File: src/include/fcache_aux_defines.svh
// Register map, field positions, reset values and codes of the aux control
`ifndef FCACHE_AUX_DEFINES_SVH
`define FCACHE_AUX_DEFINES_SVH

// ----------------------------------------------------------------
// Register byte offsets
// ----------------------------------------------------------------
`define FC_OFS_TIMING 8'h04
`define FC_OFS_EXIT 8'h08
`define FC_OFS_STATS 8'h0c
`define FC_OFS_HITS 8'h10
`define FC_OFS_MISSES 8'h14
`define FC_OFS_SHIFT 8'h18
`define FC_OFS_TARGET 8'h1c
`define FC_OFS_LATENCY 8'h20

// ----------------------------------------------------------------
// Field positions
// ----------------------------------------------------------------
`define FC_BIT_CAPT_EDGE 4
`define FC_BIT_CLK_PHA 7
`define FC_BIT_CLK_POL 8
`define FC_BIT_EXIT_DONE 0
`define FC_BIT_OFFSET_EN 3
`define FC_BIT_MATCH_EN 2
`define FC_BIT_MISS_EN 1
`define FC_BIT_HIT_EN 0
`define FC_BIT_ZERO_WAIT 0

// ----------------------------------------------------------------
// Reset values
// ----------------------------------------------------------------
`define FC_RST_CAPT_EDGE 1'b1
`define FC_RST_CLK_POL 1'b0
`define FC_RST_CLK_PHA 1'b0
`define FC_RST_STATS 4'h0
`define FC_RST_ZERO_WAIT 1'b1

// ----------------------------------------------------------------
// Codes and counts
// ----------------------------------------------------------------
`define FC_KIND_EXIT_A 4'hc
`define FC_KIND_EXIT_B 4'hd
`define FC_RESP_OKAY 2'h0
`define FC_RESP_SLVERR 2'h2
`define FC_HIT_EXTRA_WAIT 1'b1

`endif

File: src/include/fcache_aux_pkg.sv
// State types of the flash cache aux control
package fcache_aux_pkg;

    // ----------------------------------------------------------------
    // Main block state
    // ----------------------------------------------------------------
    typedef struct packed {
        logic aw_have;
        logic [7:0] aw_addr;
        logic w_have;
        logic [31:0] w_data;
        logic [3:0] w_strb;
        logic awready;
        logic wready;
        logic bvalid;
        logic [1:0] bresp;
        logic arready;
        logic rvalid;
        logic [1:0] rresp;
        logic [31:0] rdata;
        logic exit_flag;
        logic [3:0] stats_cfg;
        logic [31:0] hit_cnt;
        logic [31:0] miss_cnt;
        logic [31:0] base_shift;
        logic [31:0] target;
        logic zero_wait;
        logic capt_edge;
        logic clk_pol;
        logic clk_pha;
        logic [31:0] mapped_addr;
        logic slow_pending;
        logic hit_rd_done;
        logic sclk_idle;
    } ctrl_state_t;

    // ----------------------------------------------------------------
    // Link capture state
    // ----------------------------------------------------------------
    typedef struct packed {
        logic [2:0] sclk_sync;
        logic [1:0] data_sync;
        logic cap_valid;
        logic cap_bit;
    } link_state_t;

endpackage : fcache_aux_pkg

File: src/core/link_capture.sv
// Serial input capture on the selected serial clock edge
`timescale 1ns/1ps
`include "fcache_aux_defines.svh"

module link_capture (
    input wire logic aclk,
    input wire logic aresetn,
    input wire logic sclk_in,
    input wire logic sdata_in,
    input wire logic capture_rise,
    output logic cap_valid,
    output logic cap_bit
);

    fcache_aux_pkg::link_state_t s_r;
    fcache_aux_pkg::link_state_t s_nxt;
    logic rise_seen;
    logic fall_seen;

    // ----------------------------------------------------------------
    // Synchronise, find edges, sample
    // ----------------------------------------------------------------
    assign rise_seen = s_r.sclk_sync[1] & ~s_r.sclk_sync[2];
    assign fall_seen = ~s_r.sclk_sync[1] & s_r.sclk_sync[2];

    always_comb begin
        s_nxt = s_r;
        s_nxt.sclk_sync = {s_r.sclk_sync[1:0], sclk_in};
        s_nxt.data_sync = {s_r.data_sync[0], sdata_in};
        s_nxt.cap_valid = capture_rise ? rise_seen : fall_seen;
        if (s_nxt.cap_valid) begin
            s_nxt.cap_bit = s_r.data_sync[1];
        end
    end

    always_ff @(posedge aclk) begin
        if (!aresetn) begin
            s_r <= '0;
        end else begin
            s_r <= s_nxt;
        end
    end

    assign cap_valid = s_r.cap_valid;
    assign cap_bit = s_r.cap_bit;
endmodule : link_capture

File: src/core/flash_cache_aux_control.sv
// Flash cache aux control: capture edge, exit flag, offset, stats, wait
//
// How it works
// - Capture-edge select at bit 4, read-write, resets to one.
// - Select clear: rising edge when polarity equals phase, else falling.
// - Select set, polarity 0: falling for phase 0, rising for phase 1.
// - Exit flag bit 0 sets after kind 0xc or 0xd, clears on write-one.
// - Offset enable bit 3 adds the offset register to every flash access.
// - Match and miss enables set: count only misses to the target address.
// - Miss enable bit 1 counts misses in a 32-bit readable counter.
// - Hit enable bit 0 counts hits in a 32-bit readable counter.
// - Any write to a hit or miss counter clears it.
// - Zero-wait set: hit read takes 2 cycles, else 3; resets to one.
// - Polarity zero idles the serial clock low, one idles it high.
`timescale 1ns/1ps
`include "fcache_aux_defines.svh"

module flash_cache_aux_control (
    input wire logic aclk,
    input wire logic aresetn,
    input wire logic awvalid,
    output logic awready,
    input wire logic [7:0] awaddr,
    input wire logic wvalid,
    output logic wready,
    input wire logic [31:0] wdata,
    input wire logic [3:0] wstrb,
    output logic bvalid,
    input wire logic bready,
    output logic [1:0] bresp,
    input wire logic arvalid,
    output logic arready,
    input wire logic [7:0] araddr,
    output logic rvalid,
    input wire logic rready,
    output logic [31:0] rdata,
    output logic [1:0] rresp,
    input wire logic lookup_valid,
    input wire logic lookup_hit,
    input wire logic [31:0] lookup_addr,
    input wire logic xfer_done,
    input wire logic [3:0] xfer_kind,
    input wire logic [31:0] access_addr,
    output logic [31:0] mapped_addr,
    input wire logic hit_rd_req,
    output logic hit_rd_done,
    output logic sclk_idle_level,
    input wire logic sclk_in,
    input wire logic sdata_in,
    output logic cap_valid,
    output logic cap_bit
);

    fcache_aux_pkg::ctrl_state_t s_r;
    fcache_aux_pkg::ctrl_state_t s_nxt;
    logic wr_fire;
    logic rd_fire;
    logic hit_ev;
    logic miss_ev;
    logic exit_ev;
    logic capture_rise;
    logic wr_hits;
    logic wr_misses;
    logic wr_exit;

    // ----------------------------------------------------------------
    // Byte-lane merge
    // ----------------------------------------------------------------
    function automatic logic [31:0] merge(input logic [31:0] old,
                                          input logic [31:0] val,
                                          input logic [3:0] strb);
        logic [31:0] res;
        res = old;
        for (int i = 0; i < 4; i++) begin
            if (strb[i]) begin
                res[i*8 +: 8] = val[i*8 +: 8];
            end
        end
        return res;
    endfunction : merge

    // ----------------------------------------------------------------
    // Events and decode
    // ----------------------------------------------------------------
    assign wr_fire = s_r.aw_have & s_r.w_have & ~s_r.bvalid;
    assign rd_fire = arvalid & s_r.arready;
    assign wr_hits = wr_fire & (s_r.aw_addr == `FC_OFS_HITS);
    assign wr_misses = wr_fire & (s_r.aw_addr == `FC_OFS_MISSES);
    assign wr_exit = wr_fire & (s_r.aw_addr == `FC_OFS_EXIT)
        & s_r.w_strb[0] & s_r.w_data[`FC_BIT_EXIT_DONE];
    assign exit_ev = xfer_done & ((xfer_kind == `FC_KIND_EXIT_A)
        | (xfer_kind == `FC_KIND_EXIT_B));
    assign hit_ev = lookup_valid & lookup_hit
        & s_r.stats_cfg[`FC_BIT_HIT_EN];
    assign miss_ev = lookup_valid & ~lookup_hit
        & s_r.stats_cfg[`FC_BIT_MISS_EN]
        & (~s_r.stats_cfg[`FC_BIT_MATCH_EN]
           | (lookup_addr == s_r.target));
    assign capture_rise = (s_r.clk_pol == s_r.clk_pha)
        ^ s_r.capt_edge;

    // ----------------------------------------------------------------
    // Next state
    // ----------------------------------------------------------------
    always_comb begin
        s_nxt = s_r;
        // Write address and data, taken in either order
        if (awvalid && s_r.awready) begin
            s_nxt.aw_have = 1'b1;
            s_nxt.aw_addr = awaddr;
        end
        if (wvalid && s_r.wready) begin
            s_nxt.w_have = 1'b1;
            s_nxt.w_data = wdata;
            s_nxt.w_strb = wstrb;
        end
        if (s_r.bvalid && bready) begin
            s_nxt.bvalid = 1'b0;
        end
        if (wr_fire) begin
            s_nxt.aw_have = 1'b0;
            s_nxt.w_have = 1'b0;
            s_nxt.bvalid = 1'b1;
            s_nxt.bresp = `FC_RESP_OKAY;
            unique case (s_r.aw_addr)
                `FC_OFS_TIMING: begin
                    if (s_r.w_strb[0]) begin
                        s_nxt.capt_edge =
                            s_r.w_data[`FC_BIT_CAPT_EDGE];
                        s_nxt.clk_pha = s_r.w_data[`FC_BIT_CLK_PHA];
                    end
                    if (s_r.w_strb[1]) begin
                        s_nxt.clk_pol = s_r.w_data[`FC_BIT_CLK_POL];
                    end
                end
                `FC_OFS_EXIT: ;
                `FC_OFS_STATS: begin
                    if (s_r.w_strb[0]) begin
                        s_nxt.stats_cfg = s_r.w_data[3:0];
                    end
                end
                `FC_OFS_HITS: ;
                `FC_OFS_MISSES: ;
                `FC_OFS_SHIFT: begin
                    s_nxt.base_shift = merge(s_r.base_shift, s_r.w_data,
                                             s_r.w_strb);
                end
                `FC_OFS_TARGET: begin
                    s_nxt.target = merge(s_r.target, s_r.w_data,
                                         s_r.w_strb);
                end
                `FC_OFS_LATENCY: begin
                    if (s_r.w_strb[0]) begin
                        s_nxt.zero_wait =
                            s_r.w_data[`FC_BIT_ZERO_WAIT];
                    end
                end
                default: begin
                    s_nxt.bresp = `FC_RESP_SLVERR;
                end
            endcase
        end
        s_nxt.awready = ~s_nxt.aw_have & ~s_nxt.bvalid;
        s_nxt.wready = ~s_nxt.w_have & ~s_nxt.bvalid;
        // Read channel
        if (s_r.rvalid && rready) begin
            s_nxt.rvalid = 1'b0;
        end
        if (rd_fire) begin
            s_nxt.rvalid = 1'b1;
            s_nxt.rresp = `FC_RESP_OKAY;
            s_nxt.rdata = 32'h0000_0000;
            unique case (araddr)
                `FC_OFS_TIMING: begin
                    s_nxt.rdata[`FC_BIT_CAPT_EDGE] = s_r.capt_edge;
                    s_nxt.rdata[`FC_BIT_CLK_PHA] = s_r.clk_pha;
                    s_nxt.rdata[`FC_BIT_CLK_POL] = s_r.clk_pol;
                end
                `FC_OFS_EXIT: begin
                    s_nxt.rdata[`FC_BIT_EXIT_DONE] = s_r.exit_flag;
                end
                `FC_OFS_STATS: s_nxt.rdata[3:0] = s_r.stats_cfg;
                `FC_OFS_HITS: s_nxt.rdata = s_r.hit_cnt;
                `FC_OFS_MISSES: s_nxt.rdata = s_r.miss_cnt;
                `FC_OFS_SHIFT: s_nxt.rdata = s_r.base_shift;
                `FC_OFS_TARGET: s_nxt.rdata = s_r.target;
                `FC_OFS_LATENCY: begin
                    s_nxt.rdata[`FC_BIT_ZERO_WAIT] = s_r.zero_wait;
                end
                default: begin
                    s_nxt.rresp = `FC_RESP_SLVERR;
                end
            endcase
        end
        s_nxt.arready = ~s_nxt.rvalid;
        // Exit flag, a new completion wins over the clear
        if (exit_ev) begin
            s_nxt.exit_flag = 1'b1;
        end else if (wr_exit) begin
            s_nxt.exit_flag = 1'b0;
        end
        // Counters, a clearing write keeps a same-cycle event
        if (wr_hits) begin
            s_nxt.hit_cnt = {31'h0000_0000, hit_ev};
        end else if (hit_ev) begin
            s_nxt.hit_cnt = s_r.hit_cnt + 32'h0000_0001;
        end
        if (wr_misses) begin
            s_nxt.miss_cnt = {31'h0000_0000, miss_ev};
        end else if (miss_ev) begin
            s_nxt.miss_cnt = s_r.miss_cnt + 32'h0000_0001;
        end
        // Offset applied to each access
        if (s_r.stats_cfg[`FC_BIT_OFFSET_EN]) begin
            s_nxt.mapped_addr = access_addr + s_r.base_shift;
        end else begin
            s_nxt.mapped_addr = access_addr;
        end
        // Hit read latency
        s_nxt.hit_rd_done = s_r.slow_pending
            | (hit_rd_req & s_r.zero_wait);
        if (s_r.slow_pending) begin
            s_nxt.slow_pending = 1'b0;
        end else if (hit_rd_req && !s_r.zero_wait) begin
            s_nxt.slow_pending = `FC_HIT_EXTRA_WAIT;
        end
        s_nxt.sclk_idle = s_r.clk_pol;
    end

    // ----------------------------------------------------------------
    // State register
    // ----------------------------------------------------------------
    always_ff @(posedge aclk) begin
        if (!aresetn) begin
            s_r <= '0;
            s_r.capt_edge <= `FC_RST_CAPT_EDGE;
            s_r.clk_pol <= `FC_RST_CLK_POL;
            s_r.clk_pha <= `FC_RST_CLK_PHA;
            s_r.stats_cfg <= `FC_RST_STATS;
            s_r.zero_wait <= `FC_RST_ZERO_WAIT;
        end else begin
            s_r <= s_nxt;
        end
    end

    // ----------------------------------------------------------------
    // Serial capture
    // ----------------------------------------------------------------
    link_capture u_capture (
        .aclk(aclk),
        .aresetn(aresetn),
        .sclk_in(sclk_in),
        .sdata_in(sdata_in),
        .capture_rise(capture_rise),
        .cap_valid(cap_valid),
        .cap_bit(cap_bit)
    );

    assign awready = s_r.awready;
    assign wready = s_r.wready;
    assign bvalid = s_r.bvalid;
    assign bresp = s_r.bresp;
    assign arready = s_r.arready;
    assign rvalid = s_r.rvalid;
    assign rdata = s_r.rdata;
    assign rresp = s_r.rresp;
    assign mapped_addr = s_r.mapped_addr;
    assign hit_rd_done = s_r.hit_rd_done;
    assign sclk_idle_level = s_r.sclk_idle;
endmodule : flash_cache_aux_control

File: config.mk
export PLATFORM = sky130hd
export DESIGN_NAME = flash_cache_aux_control
export DESIGN_NICKNAME = d
export VERILOG_FILES = /design/src/include/fcache_aux_pkg.sv /design/src/core/link_capture.sv /design/src/core/flash_cache_aux_control.sv
export VERILOG_INCLUDE_DIRS = /design/src /design/src/include
export SDC_FILE = /design/constraint.sdc
export NUM_CORES = 1
export LEC_CHECK = 0
export BUFFER_PORTS_ARGS = -buffer_cell sky130_fd_sc_hd__clkbuf_2
export CAP_MARGIN = 20
export CORE_MARGIN = 5
export CORE_UTILIZATION = 29
export DETAILED_ROUTE_END_ITERATION = 10
export GPL_TIMING_DRIVEN = 0
export PLACE_DENSITY = 0.51
export SLEW_MARGIN = 0
export SYNTH_ARGS = -nofsm -noshare
export SYNTH_HDL_FRONTEND = slang
export SYNTH_SLANG_ARGS = --single-unit
File: constraint.sdc
create_clock -name aclk -period 3.7 [get_ports aclk]
set_clock_uncertainty 0.2 [all_clocks]
set_input_delay 0.37 -clock aclk [delete_from_list [all_inputs] [get_ports aclk]]
set_output_delay 0.37 -clock aclk [all_outputs]
set_load 0.05 [all_outputs]
==> flow_metrics.py <==
metrics = {
    "final_layout": {
        "area_delta_synth_final_pct": 26.8,
        "final_util": 0.370,
        "drive_gt1_frac": 0.194,
        "n_fill_cell": 4698,
        "diodes": 0,
        "fin_nets": 1991,
    },
    "clock_tree": {
        "cts_buffer_depth": 3,
        "cts_setup_buffers": 0,
        "worstSkewPairLatency_ns": 0.56,
        "root_buffer": "clkbuf_16",
        "htreeDepth": 1,
        "clk_pin_slew_ns": 0.06,
        "cts_tree": "yes",
        "cts.sinks": 264,
        "cts_buffers": 29,
    },
    "yosys": {
        "synth_area_leaders": "dfxtp_1, mux2i_1, nand2_1",
        "synth_cells": 1504,
        "synth.distinct_cells": 61,
        "yosysTopAreaCell": "dfxtp_1",
        "synth-seq-cells": 264,
        "synth.top_cells.by_count": "dfxtp_1, nand2_1, nor2b_1, mux2i_1, xor2_1",
        "yosysTopAreaCellShare": 0.391,
        "ys_seq_area_frac": 0.391,
        "synth-edff-count": 0,
        "post-synth-top-count-cell": "dfxtp_1",
        "synth_ff_type": "dfxtp_1",
        "synthesis.area_sq_mm": 0.0135,
        "avgSynthCellArea_sq_um": 8.99,
        "synthArstFlopShare": 0,
        "yosysWarningCount": 0,
    },
    "pwr": {
        "power.density_mw_per_mm2": 394,
        "fin_total_pwr_uw": 6750,
        "ir_drop_v": 0.000334,
        "leakage_uw": 0.00719,
    },
    "critical_path": {
        "crit_slowest_cell": "dlygate4sd3_1",
        "cp_slowest_stage_delay_ns": 0.55,
        "crit_arrival_ns": 3.66,
        "setup.worst_path.end_class": "flop",
        "worstSetupPathType": "in -> reg",
        "crit_buf_inv": 2,
        "crit_family": "compound AO/OA/AOI/OAI gates",
        "cp_data_required_time_ns": 3.97,
        "cp_max_fo": 4,
        "critical_path.cell_chain": "dlygate4sd3_1, clkbuf_2, ha_1, a211oi_1, o21ai_0, a211oi_1, a21oi_1, o211ai_1, nand3_1, a211oi_1, mux2i_1, mux2i_1",
        "critPathLaunchType": "primary input",
        "reg2reg_from": "s_r[79]",
        "cp-startpoint": "access_addr[8]",
        "crit_top_cell": "a211oi_1",
    },
    "floorplan": {
        "core_area_sq_mm": 0.0464,
        "start_util": 0.292,
        "io_pins": 210,
        "die_y_microns": 226,
        "num_rows": 79,
        "die_width_microns": 226,
        "die-area_sq_mm": 0.0510,
    },
    "global_route": {
        "grt.met3_usage": 0.0256,
        "grt_util_met2": 0.299,
        "use_met1": 0.227,
        "antenna_found_initial": 1,
        "busiest_layer": "met2",
        "grt_pass1_vias": 11500,
        "grt_pass1_wl_microns": 68700,
        "overflow": 0,
        "grt_util_all_layers": 0.175,
        "grt_max_degree": 14,
    },
    "worst_hold_path": {
        "worstHoldStart": "araddr[5]",
        "hp-class": "in -> reg",
    },
    "sta": {
        "rsz0062_at_grt": "no",
        "max_freq_mhz": 295,
        "timing.final.crit_share": 0.917,
        "tightest_slew_ns": 1.07,
        "slew_headroom": 0.285,
        "hold_viol_final": 0,
        "setup_viol": 0,
        "min_period_ns": 3.39,
        "tns_ns": 0,
        "drv_slew": 0,
    },
    "routing": {
        "routed_wl_microns": 46000,
        "first_pass_iters": 5,
        "drc": 0,
        "route.vias.total": 11600,
        "wl_per_cell_microns": 18.8,
        "routed_via_density": 4.74,
        "detail-route-antenna-nets": 0,
        "drtIter0Drc": 692,
    },
    "flow_run": {
        "cap_violations": 0,
    },
    "place": {
        "place.gp.congestion": 0.982,
        "dpl.hpwl_microns": 37100,
        "io_buffers": 203,
    },
    "status": {
        "outcome": "finished, final reports clean",
    },
}
## cells in the final DEF (no fill, tap or decap), types with 9 or more instances in the layout
master | synthesis | final
a21boi_0 | 47 | 47
a21o_1 | 16 | 16
a21oi_1 | 44 | 44
a22oi_1 | 30 | 30
and2_1 | 15 | 15
and3_1 | 18 | 18
buf_4 | 68 | 68
clkbuf_1 | 65 | 71
clkbuf_16 | 0 | 29
clkbuf_2 | 2 | 205
clkbuf_8 | 0 | 9
dfxtp_1 | 264 | 264
dlygate4sd3_1 | 0 | 85
ha_1 | 33 | 33
inv_1 | 22 | 22
mux2_2 | 20 | 20
mux2i_1 | 98 | 98
nand2_1 | 183 | 183
nand3_1 | 36 | 36
nand3b_1 | 9 | 9
nand4_1 | 15 | 15
nor2_1 | 70 | 70
nor2b_1 | 106 | 106
nor3_1 | 15 | 15
nor4_1 | 12 | 12
o211a_1 | 27 | 27
o211ai_1 | 31 | 31
o21ai_0 | 51 | 51
or3_1 | 16 | 16
xnor2_1 | 35 | 35
xor2_1 | 71 | 71
## repair_timing
| item | in CTS | in global routing |
|---|---|---|
| gates resized for setup | 0 | 1 |
| endpoints found under the hold margin | 86 | 0 |
| endpoints found under the setup margin | 0 | 1 |
| hold buffers | 85 | 0 |
## state kept, by name, summed over array words and instances, names as in the netlist
signal               cells
rvalid                   1
s_nxt                    1
bvalid                   1
hit_rd_done              1
awready                  1
rdata                   32
mapped_addr             32
bresp                    1
u_capture.s_nxt          3
arready                  1
u_capture.cap_bit        1
u_capture.s_r            2
sclk_idle_level          1
u_capture.cap_valid      1
s_r                    183
rresp                    1
wready                   1
## cells by family (layout without fill, tap and decap cells)
logic type | after synthesis | count (layout) | share of synthesized area
compound gates | 283 | 283 | 0.145
fa+ha+maj | 34 | 34 | 0.0320
flops | 264 | 264 | 0.391
other cells | 1 | 2 | 0.000277
simple gates | 529 | 529 | 0.200
mux | 124 | 124 | 0.0992
xor+xnor | 106 | 106 | 0.0687
buf+inv | 163 | 501 | 0.0643
## power by group
| group | total, uW | switching, uW | leakage, uW | internal [uW] |
|---|---|---|---|---|
| combinational | 789 | 483 | 0.00456 | 305 |
| sequential | 2960 | 44.4 | 0.00215 | 2910 |
| clock | 3000 | 1190 | 0.000484 | 1820 |
| total | 6750 | 1720 | 0.00719 | 5030 |
## tightest hold or removal path: stages
cell and delay (ns):
clkbuf_2 0.16, xnor2_1 0.14, a31oi_1 0.08
## layer usage
metal | wire length, microns | vias up
met1 | 20200 | 5412
met4 | 1630 | 2
met3 | 2390 | 73
li1 | - | 5832
met5 | 13 | -
met2 | 21700 | 290
## metrics by stage
step / std cells / hold slack [ns] / setup WS (ns) / instance area, sq um
detailed placement: 2315 / 0.217 / 0.242 / 15300
global route: 2450 / 0.0635 / 0.0660 / 17100
CTS: 2450 / 0.00727 / 0.221 / 17100
finish: 2450 / 0.0424 / 0.308 / 17100
floorplan: 1505 / 0.200 / 0.865 / 13500
global placement: 2315 / 0.210 / 0.231 / 15300
## path summary, 6_finish.rpt
check	endpoint	slack (ns)	cells after the start
worst min-delay path	rresp[1]	0.04	3
worst max-delay path	mapped_addr[31]	0.31	12
worst max register to register	mapped_addr[31]	0.36	10
worst min register to register	s_r[2]	0.23	1
## area by class of cell
cell class / instances / area [sq um] / share of cell area
plain buffers: 141 / 787 / 0.0459
clock buffers: 44 / 872 / 0.0509
clock inverters: 6 / 109 / 0.00635
inverters: 22 / 82.6 / 0.00482
multi-input cells: 1078 / 7380 / 0.430
flip-flops and latches: 264 / 5290 / 0.308
well taps: 607 / 759 / 0.0443
repair buffers: 288 / 1870 / 0.109
(Power assumes the default switching activity.)
